`config.mk`:
```
export PLATFORM = sky130hd
export DESIGN_NAME = pcf_host_port
export DESIGN_NICKNAME = d
export VERILOG_FILES = /design/src/hdl/pcf_pkg.sv /design/src/hdl/pcf_host_port.sv
export SDC_FILE = /design/constraint.sdc
export NUM_CORES = 1
export LEC_CHECK = 0
export ABC_AREA = 1
export BUFFER_PORTS_ARGS = -buffer_cell sky130_fd_sc_hd__buf_4
export CORE_AREA = 2 2 187 226
export CTS_CLUSTER_DIAMETER = 100
export CTS_CLUSTER_SIZE = 20
export DETAILED_ROUTE_END_ITERATION = 7
export DIE_AREA = 0 0 189 228
export PLACE_DENSITY_LB_ADDON = 0.25
export SLEW_MARGIN = 20
export SYNTH_ARGS = -nofsm -noshare
export SYNTH_HDL_FRONTEND = slang
export SYNTH_HIERARCHICAL = 1
export SYNTH_SLANG_ARGS = --single-unit
```
`constraint.sdc`:
```
create_clock -name clk -period 3.5 [get_ports clk]
set_input_delay 0.35 -clock clk [delete_from_list [all_inputs] [get_ports clk]]
set_output_delay 0.35 -clock clk [all_outputs]
set_load 0.005 [all_outputs]
```
`src/hdl/pcf_pkg.sv`:
```
// shared constants and types of the pcm conference host and frame port
package pcf_pkg;
    // ========================================
    // widths and depths
    localparam int DATA_W = 8;
    localparam int FIFO_DEPTH = 16;
    localparam int POS_W = 10;
    localparam int CHAN_W = 6;
    localparam int STAT_W = 6;
    // ========================================
    // synchroniser bit positions of the control pins
    localparam int PIN_W = 7;
    localparam int PIN_MCLK = 6;
    localparam int PIN_SYNC = 5;
    localparam int PIN_PCMIN = 4;
    localparam int PIN_CS = 3;
    localparam int PIN_RD = 2;
    localparam int PIN_WR = 1;
    localparam int PIN_CMD = 0;
    // idle levels of the control pins: chip select and both strobes high
    localparam logic [PIN_W-1:0] PIN_IDLE = 7'h0E;
    // ========================================
    // frame timing counts, in master clock rising edges
    localparam logic [POS_W-1:0] FIRST_BIT_POS = 10'h002;
    localparam logic [POS_W-1:0] EXTRA_SHIFT = 10'h002;
    localparam logic [POS_W-1:0] EXTRA_CLK_CUT = 10'h002;
    localparam logic [POS_W-1:0] LEGACY_MAX_LEN = 10'h100;
    localparam logic [POS_W-1:0] FRAME_LEN_RST = 10'h100;
    localparam logic [2:0] LAST_BIT = 3'h7;
    // ========================================
    // opcodes and reset values
    localparam logic [DATA_W-1:0] OPC_EXTRA_ON = 8'h05;
    localparam logic EXTRA_RST = 1'b0;
    localparam logic LAW_RST = 1'b0;
    // ========================================
    // types
    typedef struct packed {
        logic isOpcode;
        logic [DATA_W-1:0] data;
    } pcf_hostWord_type;
    typedef struct packed {
        logic [CHAN_W-1:0] channel;
        logic [DATA_W-1:0] data;
    } pcf_pcmByte_type;
    typedef enum logic [1:0] {
        INIT_WAIT = 2'h0,
        INIT_ONE = 2'h1,
        INIT_RUN = 2'h3
    } pcf_init_type;
endpackage

```
`src/hdl/pcf_host_port.sv`:
```
// host bus port, frame timing and command fifo of the pcm conference device
// Operation
// [RQ1] data bus floats while reset is low or chip select is high
// [RQ2] bus bit zero carries the least significant bit both ways
// [RQ3] write with qualifier low is data, high is an opcode
// [RQ4] legacy read: qualifier low gives first overflows, high last overflows and status
// [RQ5] transfers happen only while chip select is low
// [RQ6] read strobe fall drives the byte when the opcode matches
// [RQ7] write byte is captured at the write strobe rising edge
// [RQ8] clock rise before sync rise is first bit, or extra bit
// [RQ9] frames of 192, 193, 256 or 512 bits are supported
// [RQ10] legacy mode only allowed up to 256 bit frames
// [RQ11] matrix clock output copies the master clock
// [RQ12] extra bit mode cuts first two clock periods per frame
// [RQ13] input first bit sampled at second clock rise after sync rise
// [RQ14] extra bit mode moves input sampling two periods later
// [RQ15] law select high means a-law, low means mu-law
// [RQ16] host sets law select before reset and resets after change
// [RQ17] two frames of initialisation after reset with bus and output floating
// [RQ18] output sends sign first from rise before sync, open drain
// [RQ19] clock rises counted from sync rise give channel and bit
// [RQ20] host never asserts read and write strobes together
`timescale 1ns/1ns

// ========================================
// fifo
module pcf_fifo #(
    parameter int WIDTH = 9,
    parameter int DEPTH = 16
) (
    input wire logic clk,
    input wire logic rst_n,
    input wire logic inValid,
    output logic inReady,
    input wire logic [WIDTH-1:0] inData,
    output logic outValid,
    input wire logic outReady,
    output logic [WIDTH-1:0] outData
);
    localparam int AW = $clog2(DEPTH);
    logic [WIDTH-1:0] mem [DEPTH];
    logic [AW-1:0] wrPtr_r;
    logic [AW-1:0] rdPtr_r;
    logic [AW:0] count_r;
    logic doPush;
    logic doPop;

    // handshakes
    assign inReady = (count_r != (AW+1)'(DEPTH));
    assign outValid = (count_r != '0);
    assign doPush = inValid && inReady;
    assign doPop = outValid && outReady;
    assign outData = mem[rdPtr_r];

    // storage
    always_ff @(posedge clk) begin
        if (doPush) begin
            mem[wrPtr_r] <= inData;
        end
    end

    // pointers and fill level
    always_ff @(posedge clk) begin
        if (!rst_n) begin
            wrPtr_r <= '0;
            rdPtr_r <= '0;
            count_r <= '0;
        end else begin
            if (doPush) begin
                wrPtr_r <= wrPtr_r + 1'b1;
            end
            if (doPop) begin
                rdPtr_r <= rdPtr_r + 1'b1;
            end
            count_r <= count_r + (AW+1)'(doPush) - (AW+1)'(doPop);
        end
    end
endmodule

// ========================================
// top
module pcf_host_port
    import pcf_pkg::*;
(
    input wire logic clk,
    input wire logic rst_n,
    input wire logic masterClock,
    input wire logic frameSync,
    input wire logic pcmIn,
    output logic pcmOut,
    output logic pcmOutOe,
    output logic matrixClockOut,
    input wire logic csN,
    input wire logic rdN,
    input wire logic wrN,
    input wire logic cmdData,
    input wire logic [DATA_W-1:0] hostDataBusIn,
    output logic [DATA_W-1:0] hostDataBusOut,
    output logic hostDataBusOe,
    input wire logic compandingLawSelect,
    output logic aLawMode,
    input wire logic legacyMode,
    output logic legacyActive,
    input wire logic readMatch,
    input wire logic [DATA_W-1:0] nativeReadByte,
    input wire logic [DATA_W-1:0] ovfFirst,
    input wire logic [1:0] ovfLast,
    input wire logic [STAT_W-1:0] statusBits,
    output pcf_hostWord_type cmdWord,
    output logic cmdValid,
    input wire logic cmdReady,
    output logic cmdFifoReady,
    output logic extraBitMode,
    output logic initDone,
    output pcf_pcmByte_type rxByte,
    output logic rxValid,
    input wire logic [DATA_W-1:0] txByte,
    output logic [CHAN_W-1:0] txChannel,
    output logic txLoad,
    output logic [POS_W-1:0] frameLen
);
    // ========================================
    // input synchronisers
    localparam int SYN_W = PIN_W + DATA_W;
    logic [SYN_W-1:0] meta_r;
    logic [SYN_W-1:0] sync_r;
    logic [PIN_W-1:0] prev_r;
    logic [PIN_W-1:0] pin;
    logic [DATA_W-1:0] busIn;

    // two flops on every pin, idle levels in reset so no false strobe edge follows release
    always_ff @(posedge clk) begin
        if (!rst_n) begin
            meta_r <= {PIN_IDLE, {DATA_W{1'b0}}};
            sync_r <= {PIN_IDLE, {DATA_W{1'b0}}};
        end else begin
            meta_r <= {masterClock, frameSync, pcmIn, csN, rdN, wrN, cmdData, hostDataBusIn};
            sync_r <= meta_r;
        end
    end

    assign pin = sync_r[SYN_W-1:DATA_W];
    assign busIn = sync_r[DATA_W-1:0];

    // previous values for edge detection
    always_ff @(posedge clk) begin
        if (!rst_n) begin
            prev_r <= PIN_IDLE;
        end else begin
            prev_r <= pin;
        end
    end

    logic clkRise;
    logic syncRise;
    logic wrRise;
    logic rdFall;
    logic csActive;
    assign clkRise = pin[PIN_MCLK] && !prev_r[PIN_MCLK];
    assign syncRise = pin[PIN_SYNC] && !prev_r[PIN_SYNC];
    assign csActive = !pin[PIN_CS]; // [RQ5]
    assign wrRise = pin[PIN_WR] && !prev_r[PIN_WR] && csActive; // [RQ7]
    assign rdFall = !pin[PIN_RD] && prev_r[PIN_RD] && csActive && pin[PIN_WR]; // [RQ6] [RQ20]

    // ========================================
    // initialisation and law strap
    pcf_init_type initState_r;
    logic lawMeta_r;
    logic lawSync_r;

    // two frames pass before the port becomes active
    always_ff @(posedge clk) begin
        if (!rst_n) begin
            initState_r <= INIT_WAIT;
        end else if (syncRise) begin
            case (initState_r)
                INIT_WAIT: initState_r <= INIT_ONE; // [RQ17]
                INIT_ONE: initState_r <= INIT_RUN;
                INIT_RUN: initState_r <= INIT_RUN;
                default: initState_r <= INIT_WAIT;
            endcase
        end
    end
    assign initDone = (initState_r == INIT_RUN);

    // law strap passes two flops, then is caught once at the first sync rise after reset
    always_ff @(posedge clk) begin
        if (!rst_n) begin
            lawMeta_r <= LAW_RST;
            lawSync_r <= LAW_RST;
            aLawMode <= LAW_RST;
        end else begin
            lawMeta_r <= compandingLawSelect;
            lawSync_r <= lawMeta_r;
            if (syncRise && initState_r == INIT_WAIT) begin
                aLawMode <= lawSync_r; // [RQ15] [RQ16]
            end
        end
    end

    // ========================================
    // frame position counting
    logic [POS_W-1:0] pos_r;
    logic [POS_W-1:0] firstPos;
    logic [POS_W-1:0] bitIdx;
    logic sampleHere;
    assign firstPos = extraBitMode ? FIRST_BIT_POS + EXTRA_SHIFT : FIRST_BIT_POS; // [RQ14]
    assign bitIdx = pos_r - firstPos;

    // rises since the last sync rise, first rise after it is one
    always_ff @(posedge clk) begin
        if (!rst_n) begin
            pos_r <= '0;
            frameLen <= FRAME_LEN_RST;
        end else if (syncRise) begin
            pos_r <= '0; // [RQ19]
            frameLen <= pos_r; // [RQ9]
        end else if (clkRise) begin
            pos_r <= pos_r + 1'b1;
        end
    end

    // legacy mode refused on frames longer than 256 bits
    assign legacyActive = legacyMode && (frameLen <= LEGACY_MAX_LEN); // [RQ10]

    // ========================================
    // matrix clock forwarding
    logic clkCut;
    // the rise that ends the cut is judged by the count it will reach
    assign clkCut = extraBitMode && ((clkRise ? pos_r + 1'b1 : pos_r) <= EXTRA_CLK_CUT);

    // copy of the master clock, held low for the cut periods
    always_ff @(posedge clk) begin
        if (!rst_n) begin
            matrixClockOut <= 1'b0;
        end else begin
            matrixClockOut <= pin[PIN_MCLK] && !clkCut; // [RQ11] [RQ12]
        end
    end

    // ========================================
    // serial input
    logic [DATA_W-1:0] rxShift_r;
    assign sampleHere = clkRise && !syncRise && initDone && (pos_r + 1'b1 >= firstPos);

    // shift in msb first, deliver every eighth bit
    always_ff @(posedge clk) begin
        if (!rst_n) begin
            rxShift_r <= '0;
            rxByte <= '0;
            rxValid <= 1'b0;
        end else begin
            rxValid <= 1'b0;
            if (sampleHere) begin
                rxShift_r <= {rxShift_r[DATA_W-2:0], pin[PIN_PCMIN]}; // [RQ13]
                if ((pos_r + 1'b1 - firstPos) == {bitIdx[POS_W-1:3], LAST_BIT}) begin
                    rxByte.data <= {rxShift_r[DATA_W-2:0], pin[PIN_PCMIN]};
                    rxByte.channel <= bitIdx[CHAN_W+2:3]; // [RQ19]
                    rxValid <= 1'b1;
                end
            end
        end
    end

    // ========================================
    // serial output, open drain
    logic [DATA_W-1:0] txShift_r;
    logic [2:0] txBit_r;
    logic txFirst;
    assign txFirst = clkRise && (pos_r + 1'b1 == frameLen); // [RQ8]

    // load at the rise before sync, then one byte per eight rises
    always_ff @(posedge clk) begin
        if (!rst_n) begin
            txShift_r <= '0;
            txBit_r <= '0;
            txChannel <= '0;
            txLoad <= 1'b0;
            pcmOutOe <= 1'b0;
        end else begin
            txLoad <= 1'b0;
            if (txFirst || (clkRise && txBit_r == LAST_BIT)) begin
                txShift_r <= txByte; // [RQ18]
                txBit_r <= '0;
                txChannel <= txFirst ? '0 : txChannel + 1'b1;
                txLoad <= 1'b1;
            end else if (clkRise) begin
                txShift_r <= {txShift_r[DATA_W-2:0], 1'b1};
                txBit_r <= txBit_r + 1'b1;
            end
            pcmOutOe <= initDone && !txShift_r[DATA_W-1]; // [RQ17] [RQ18]
        end
    end
    assign pcmOut = 1'b0;

    // ========================================
    // host writes through the command fifo
    pcf_hostWord_type pushWord;
    logic pushReady;
    assign pushWord = '{isOpcode: pin[PIN_CMD], data: busIn}; // [RQ2] [RQ3]
    assign cmdFifoReady = pushReady;

    pcf_fifo #(
        .WIDTH($bits(pcf_hostWord_type)),
        .DEPTH(FIFO_DEPTH)
    ) i_pcf_fifo (
        .clk(clk),
        .rst_n(rst_n),
        .inValid(wrRise && initDone),
        .inReady(pushReady),
        .inData(pushWord),
        .outValid(cmdValid),
        .outReady(cmdReady),
        .outData(cmdWord)
    );

    // extra bit framing switched on by its opcode as it leaves the fifo
    always_ff @(posedge clk) begin
        if (!rst_n) begin
            extraBitMode <= EXTRA_RST;
        end else if (cmdValid && cmdReady && cmdWord.isOpcode
                     && cmdWord.data == OPC_EXTRA_ON) begin
            extraBitMode <= 1'b1; // [RQ12]
        end
    end

    // ========================================
    // host reads
    logic readHeld_r;

    // latch the byte at the read strobe fall, hold while strobe low
    always_ff @(posedge clk) begin
        if (!rst_n) begin
            readHeld_r <= 1'b0;
            hostDataBusOut <= '0;
        end else if (rdFall && initDone) begin
            if (legacyActive) begin
                readHeld_r <= 1'b1;
                hostDataBusOut <= pin[PIN_CMD] ? {statusBits, ovfLast} : ovfFirst; // [RQ4] [RQ2]
            end else begin
                readHeld_r <= readMatch; // [RQ6]
                hostDataBusOut <= nativeReadByte;
            end
        end else if (pin[PIN_RD] || !csActive) begin
            readHeld_r <= 1'b0;
        end
    end

    assign hostDataBusOe = rst_n && csActive && initDone && readHeld_r && !pin[PIN_RD]; // [RQ1]

    // ========================================
    // checks
    a_bus_float_cs: assert property (@(posedge clk) disable iff (!rst_n)
        !csActive |-> !hostDataBusOe) else $error("bus driven without chip select"); // [RQ1]
    a_float_init: assert property (@(posedge clk) disable iff (!rst_n)
        !initDone |-> !hostDataBusOe && !pcmOutOe) else $error("pins driven during init"); // [RQ17]
    a_opcode_qual: assert property (@(posedge clk) disable iff (!rst_n)
        wrRise && initDone && pushReady |-> pushWord.isOpcode == pin[PIN_CMD]
        && pushWord.data == busIn) else $error("write word mismatch"); // [RQ3]
    a_write_fill: assert property (@(posedge clk) disable iff (!rst_n)
        wrRise && initDone && pushReady && !cmdValid |=> cmdValid) else $error("write lost"); // [RQ7]
    a_read_drive: assert property (@(posedge clk) disable iff (!rst_n)
        rdFall && initDone && !legacyActive && readMatch ##1 (csActive && !pin[PIN_RD])
        |-> hostDataBusOe && hostDataBusOut == $past(nativeReadByte)) else $error("read idle"); // [RQ6]
    a_legacy_low: assert property (@(posedge clk) disable iff (!rst_n)
        rdFall && initDone && legacyActive && !pin[PIN_CMD]
        |=> hostDataBusOut == $past(ovfFirst)) else $error("legacy low byte wrong"); // [RQ4]
    a_extra_cut: assert property (@(posedge clk) disable iff (!rst_n)
        extraBitMode && pos_r <= EXTRA_CLK_CUT && !syncRise ##1 pos_r <= EXTRA_CLK_CUT
        |-> !matrixClockOut) else $error("matrix clock not cut"); // [RQ12]
    a_clock_copy: assert property (@(posedge clk) disable iff (!rst_n)
        !extraBitMode ##1 !extraBitMode |-> matrixClockOut == $past(pin[PIN_MCLK]))
        else $error("matrix clock not a copy"); // [RQ11]
    a_sample_point: assert property (@(posedge clk) disable iff (!rst_n)
        sampleHere && !extraBitMode |-> pos_r + 1'b1 >= FIRST_BIT_POS)
        else $error("sample too early"); // [RQ13]
    a_legacy_limit: assert property (@(posedge clk) disable iff (!rst_n)
        frameLen > LEGACY_MAX_LEN |-> !legacyActive) else $error("legacy on long frame"); // [RQ10]

    c_write_seen: cover property (@(posedge clk) disable iff (!rst_n) wrRise && initDone);
    c_read_seen: cover property (@(posedge clk) disable iff (!rst_n) hostDataBusOe);
    c_fifo_full: cover property (@(posedge clk) disable iff (!rst_n) !pushReady);
    c_extra_on: cover property (@(posedge clk) disable iff (!rst_n) $rose(extraBitMode));
endmodule

```
==> summary.txt, run 1 <==
STA
  • Slew HR: 0.343
  • Final setup violation count: 0
  • Fin crit period: 2900 ps
  • Final Hold Viols: 0
  • Final Hold Slack: 25.3 ps
  • RSZ-0062 raised after global routing: false
  • Setup TNS: 0 ps
  • Clock Skew: 11.7 ps
  • Worst Tran Pin Value: 980 ps
  • Fmax: 345 MHz
  • Final worst path period share: 0.827
  • Max Slew Vio Count: 0

Critical path
  • Crit Path Class: flip-flop to primary output
  • Crit. End Element: primary output
  • CP Launch Type: flip-flop
  • R2R cell count: 15
  • Crit. Startpoint: frameLen[1]
  • Reg-to-Reg Start: pos_r[0]
  • Critical path fanouts, max: 10
  • Req. time, crit path: 3150 ps
  • Crit path DAT: 2550 ps

Min path
  • Type of the most critical hold path: primary input to flip-flop
  • Hold_sp: compandingLawSelect
  • Hold path depth: 3

Detailed routing
  • DRT antenna net count: 0
  • Initial DRC count: 538
  • # DRC: 0
  • DR WL/cell: 14.4 um
  • Routed WL: 29600 um
  • Vias per inst: 4.37
  • Drt pass-1 iters: 5
  • Vias: 8941

CTS
  • TritonCTS buffer count: 17
  • Clk slew on worst S/H paths: 80 ps
  • H-tree Lvls: 1
  • CTS resizes: 0
  • Longest Clk Path Bufs: 3
  • Clock Latency Late Sink: 510 ps
  • Root Buffer: clkbuf_16
  • Sinks on Clock Net: 272
  • TritonCTS clock tree: yes

Synth
  • Mean Syn Cell Area: 8.77 um2
  • Mapped Nets: 1459
  • Synth area leaders: edfxtp_1 36%, dfxtp_1 21%, nand2_1 11%
  • Yosys warns: 6
  • Fraction of registers with async set/reset: 0
  • Post-synth top flop: edfxtp_1
  • Cells after synthesis: 1386
  • Top cell type's share of synthesized area: 0.356
  • Register area share after synthesis: 0.567
  • Synth cell count leaders: 366 x nand2_1, 234 x inv_1, 154 x nand3_1, 144 x edfxtp_1, 128 x dfxtp_1
  • Area leader, netlist: edfxtp_1
  • Number of flops mapped to enable cells by yosys: 144
  • Netlist cell types: 49
  • #FFs+latches synth: 272
  • Mapped Area: 12200 um2
  • Top-count cell post-synth: nand2_1

GRT
  • First-pass GRT wire length: 47600 um
  • Initial antenna violation count: 0
  • Overall Global Routing Usage: 0.138
  • Pin count of the biggest net entering global routing: 73
  • Remaining Overflow, GRT: 0
  • Number of global-route vias before repair: 8826

Layout
  • Layout area overhead: 15.5%
  • Nets: 1566
  • Ant diodes: 0
  • Fillers: 4255
  • Share of layout cells above drive strength 1: 0.140

Placed design
  • DP HPWL: 20100 um
  • IO Port Bufs: 110
  • Final GP Congestion: 0.880

Floorplan
  • Die Wd: 189 um
  • Core footprint: 41100 um2
  • Die area: 43100 um2
  • IO Pins: 112
  • Die Y: 228 um
  • Starting Density: 0.295
  • Row count: 82

Pwr
  • Leak: 6.25 nW
  • Peak supply drop: 0.317 mV
  • Power Density: 487 nW/um2

Status
  • Run status: completed

Job
  • Maxcap violations: 0
through the flow:
stage	std cells	utilization	setup slack, ps	power [mW]	area (um2)
final	2048	0.341	605	6.83	14000
after global routing	2048	0.341	383	7.25	14000
after CTS	2048	0.341	562	6.95	14000
after detailed placement	2019	0.329	633	4.96	13500
after global placement	2019	0.329	723	4.94	13500
after floorplan	1386	-	1010	4.53	12200
sequential cells by signal, summed over array words and instances (netlist names), 3 cells and up, named ones only:
| name | count |
|---|---|
| frameLen | 10 |
| hostDataBusOut | 8 |
| i_pcf_fifo/count_r | 5 |
| i_pcf_fifo/mem | 144 |
| i_pcf_fifo/rdPtr_r | 4 |
| i_pcf_fifo/wrPtr_r | 4 |
| meta_r | 15 |
| pos_r | 10 |
| prev_r | 4 |
| rxByte | 14 |
| rxShift_r | 7 |
| sync_r | 15 |
| txBit_r | 3 |
| txChannel | 6 |
| txShift_r | 8 |
routing by layer:
metal	routed length, um	vias up	GRT usage
li1	-	4601	-
met1	12900	4115	0.174
met2	14700	179	0.244
met3	1230	46	0.0175
met4	800	0	0.0432
met5	0	-	0
power by group:
part	switching, mW	internal (mW)
Sequential	0.0894	3.42
Clock	1.05	0.916
Combinational	0.873	0.487
worst max-delay path, cell delays in order, from the launching register on:
cell and delay, ps:
dfxtp_1 360, inv_1 90, nand2_1 60, o41ai_1 410, nand3_1 530, clkinv_1 430, buf_4 180
final cells by class:
cell class | count | area (um2) | area share
clock inverters | 3 | 21.3 | 0.00152
inverters | 249 | 940 | 0.0670
flip-flops and latches | 272 | 6890 | 0.491
clock buffers | 25 | 455 | 0.0325
well taps | 546 | 683 | 0.0487
repair buffers | 136 | 1040 | 0.0738
multi-input cells | 817 | 4010 | 0.285
final timing paths:
kind	end	slack [ps]
worst min register to register	sync_r[1]	410
worst max-delay path	legacyActive	600
worst max register to register	rxByte[4]	650
worst min-delay path	lawMeta_r	30
repair_timing:
action,4_1_cts,5_1_grt
setup buffers,0,0
endpoints found under the setup margin,0,0
hold buffers,1,0
hold endpoints to repair,1,0
cell families (layout without fill, tap and decap cells):
logic type	count (synthesis)	in the layout	synth area share
DFF	272	272	0.567
xor gates and xnor gates	13	13	0.0106
muxes	8	8	0.00741
AOI/OAI and AO/OA	97	97	0.0442
adders and majority gates	20	20	0.0218
and+or+nand+nor	678	678	0.245
buffers and inverters	297	413	0.104
other	1	1	0.000309
layout by cell type, fill, tap and decap left out, types with 2 or more instances in the layout:
master and n:
a21oi_1 32, a31oi_1 8, buf_4 134, clkbuf_1 8, clkbuf_16 17, clkinv_1 3
dfxtp_1 127, edfxtp_1 144, fa_1 2, ha_1 18, inv_1 234, inv_2 11
inv_6 2, mux2_2 8, nand2_1 366, nand2_2 9, nand2_4 3, nand3_1 154
nand3_2 3, nand4_1 15, nand4_4 2, nor2_1 103, nor2_4 2, nor3_1 2
nor3_2 3, nor4_1 3, o21ai_0 46, o21ai_1 2, o22ai_1 2, or2_2 7
xor2_1 11
No activity file was read; power rests on OpenSTA's default activity.
==> inputs of run 2 (changes only) <==
- ABC_AREA: 1 -> 0
- CORE_AREA: 2 2 187 226 -> 2 2 184 222
- DIE_AREA: 0 0 189 228 -> 0 0 186 224
- clock period: 3.5 -> 2.7 ns (I/O delays scaled with it)
==> run 2 against run 1 <==
Net effect: non-clock buffer count rose by 63; critical path type is now flip-flop to flip-flop; wire length fell by 5.0%; register-to-register slack got worse by 570 ps; global-route usage fell by 0.36 points; synthesized cell count fell by 35%; cell area rose by 1.1%; sequential power rose by 29%; via count fell by 17%.
==> summary.txt, run 2 <==
CTS
  • TritonCTS clock tree: yes
  • Clk slew on worst S/H paths: 90 ps
  • Clock Latency Late Sink: 510 ps
  • Longest Clk Path Bufs: 3
  • TritonCTS buffer count: 17
  • H-tree Lvls: 1
  • Sinks on Clock Net: 272
  • Root Buffer: clkbuf_16

Pwr
  • Reg power frac: 0.515
  • Net Switching: 2.18 mW
  • Logic pwr share: 0.194
  • Clock power frac: 0.291
  • Tot Pwr: 8.77 mW
  • Internal Power: 6.58 mW
  • Leak: 5.24 nW
  • Power Density: 618 nW/um2
  • Sw frac: 0.249
  • Peak supply drop: 0.341 mV

STA
  • Setup TNS: 0 ps
  • Fmax: 381 MHz
  • Final worst path period share: 0.972
  • Max Slew Vio Count: 0
  • RSZ-0062 raised after global routing: true
  • Final Hold Slack: 11.3 ps
  • Slew HR: 0.325
  • Final Hold Viols: 0
  • Fin crit period: 2620 ps
  • Worst Tran Pin Value: 1010 ps
  • Clock Skew: 21.1 ps
  • Final setup violation count: 0
  • Worst setup margin: 75.4 ps

Detailed routing
  • DRT antenna net count: 0
  • Initial DRC count: 483
  • DR WL/cell: 17.5 um
  • Vias per inst: 4.63
  • Drt pass-1 iters: 4
  • # DRC: 0
  • Vias: 7438
  • Routed WL: 28100 um

Critical path
  • Req. time, crit path: 3110 ps
  • Critical path fanouts, max: 2
  • R2r endpoint: i_pcf_fifo/count_r[4]
  • CP Launch Type: flip-flop
  • R2R cell count: 14
  • Crit path DAT: 3030 ps
  • Crit. End Element: flip-flop
  • Crit Path Class: flip-flop to flip-flop
  • Reg-to-Reg Start: i_pcf_fifo/count_r[2]
  • Worst setup path endpoint: i_pcf_fifo/count_r[4]
  • Crit. Startpoint: i_pcf_fifo/count_r[2]
  • R2R Setup Slk: 80 ps

GRT
  • Overall Global Routing Usage: 0.135
  • Initial antenna violation count: 0
  • Pin count of the biggest net entering global routing: 51
  • Remaining Overflow, GRT: 0
  • Number of global-route vias before repair: 7627
  • First-pass GRT wire length: 43600 um

Floorplan
  • IO Pins: 112
  • Die area: 41700 um2
  • Row count: 80
  • Die Y: 224 um
  • Starting Density: 0.295
  • Core footprint: 39500 um2
  • Die Wd: 186 um

Layout
  • Commonest non-fill, non-tap cell in the layout: buf_4
  • Layout area overhead: 21.4%
  • Final std cells w/o fill: 1608
  • Nets: 1139
  • Final Util: 0.359
  • Design area: 14200 um2
  • Share of layout cells above drive strength 1: 0.243
  • Top reg by flops: i_pcf_fifo/mem
  • Most frequent cells in the layout: 178 x buf_4, 144 x edfxtp_1, 125 x dfxtp_1
  • Biggest regs: i_pcf_fifo/mem x144, meta_r x15, sync_r x15
  • Ant diodes: 0
  • Max reg flops: 144

Placed design
  • DP HPWL: 19000 um
  • Final GP Congestion: 0.790
  • Placed insts: 1554
  • Cell Area, Placed: 13400 um2
  • IO Port Bufs: 110
  • Placement Setup Slack: -86.9 ps

Synth
  • Mean Syn Cell Area: 12.9 um2
  • Number of flops mapped to enable cells by yosys: 144
  • Mapped Nets: 977
  • Post-synth top flop: edfxtp_1
  • Area leader, netlist: edfxtp_1
  • Top cell type's share of synthesized area: 0.370
  • Top-count cell post-synth: edfxtp_1
  • Register area share after synthesis: 0.590
  • Synth area leaders: edfxtp_1 37%, dfxtp_1 22%, mux4_2 4.0%
  • Synth cell count leaders: 144 x edfxtp_1, 128 x dfxtp_1, 94 x nand2_1, 48 x and2_1, 47 x nor2_1
  • Cells after synthesis: 904
  • Mapped Area: 11700 um2
  • #FFs+latches synth: 272
  • Yosys warns: 6
  • Fraction of registers with async set/reset: 0
  • Netlist cell types: 72

Status
  • Run status: completed

Min path
  • Type of the most critical hold path: primary input to flip-flop
  • Hold path depth: 2

Job
  • Maxcap violations: 0
-- run 2: changes by cell type in the layout (fill, tap and decap cells not counted), sizes merged, moves of 47 or more --
cell / previous run / this run
and2: 0 / 48
buf: 135 / 182
inv: 247 / 24
nand2: 378 / 95
nand3: 158 / 21
nor2: 107 / 48
-- run 2: cell families after synthesis --
group	Yosys count	synth area share
XOR/XNOR	42	0.0362
flip-flops	272	0.590
adder cells (fa/ha/maj)	20	0.0227
other	1	0.000321
multiplexers	71	0.104
AO/OA/AOI/OAI	110	0.0728
buffers and inverters	78	0.0362
AND/OR/NAND/NOR	310	0.138
-- run 2: worst min-delay path by stage --
stage                                 from          to  slack [ps]
after floorplan                        rdN  meta_r[10]         370
after global placement           meta_r[9]   sync_r[9]         400
after detailed placement        meta_r[10]  sync_r[10]         400
after CTS                 hostDataBusIn[5]   meta_r[5]           1
after global routing      hostDataBusIn[5]   meta_r[5]          10
final                     hostDataBusIn[5]   meta_r[5]          10
-- run 2: what timing repair did --
action,4_1_cts,5_1_grt
setup buffers,8,1
gates cloned,0,1
gates resized for setup,9,12
hold endpoints to repair,16,0
pin swaps,3,6
hold buffers,16,0
setup endpoints to repair,1,6
-- run 2: layout make-up --
| type | count | area [um2] |
|---|---|---|
| clock buffer | 26 | 459 |
| inverter | 22 | 85.1 |
| multi-input combinational | 554 | 4460 |
| tap | 533 | 667 |
| clock inverter | 2 | 17.5 |
| fill | 3933 | 25400 |
| timing repair buffer | 199 | 1600 |
| sequential | 272 | 6890 |
-- run 2: power groups by stage --
stage                     Sequential (mW)  Combinational, mW  Clock (mW)
after floorplan                      4.57               1.00           0
after global placement               4.59               1.48           0
after detailed placement             4.59               1.49           0
after CTS                            4.50               1.61        2.66
after global routing                 4.53               1.87        2.81
final                                4.51               1.70        2.55
-- run 2: routing by layer --
metal / part of all wire / GRT usage / vias up
li1: - / - / 3616
met3: 0.046 / 0.0247 / 17
met1: 0.42 / 0.166 / 3671
met2: 0.53 / 0.247 / 134
met4: 0.0078 / 0.0208 / 0
met5: 0 / 0 / -
-- run 2: worst max-delay path, cell delays in order, from the launching register on --
cell and delay [ps]:
dfxtp_2 330, inv_2 70, ha_4 130, or4b_4 480, nand2_4 110, inv_4 40
ha_4 220, inv_2 60, ha_4 130, inv_2 40, fa_2 380, nand2b_4 160
a21oi_4 120, o21ai_1 80, and3b_1 180
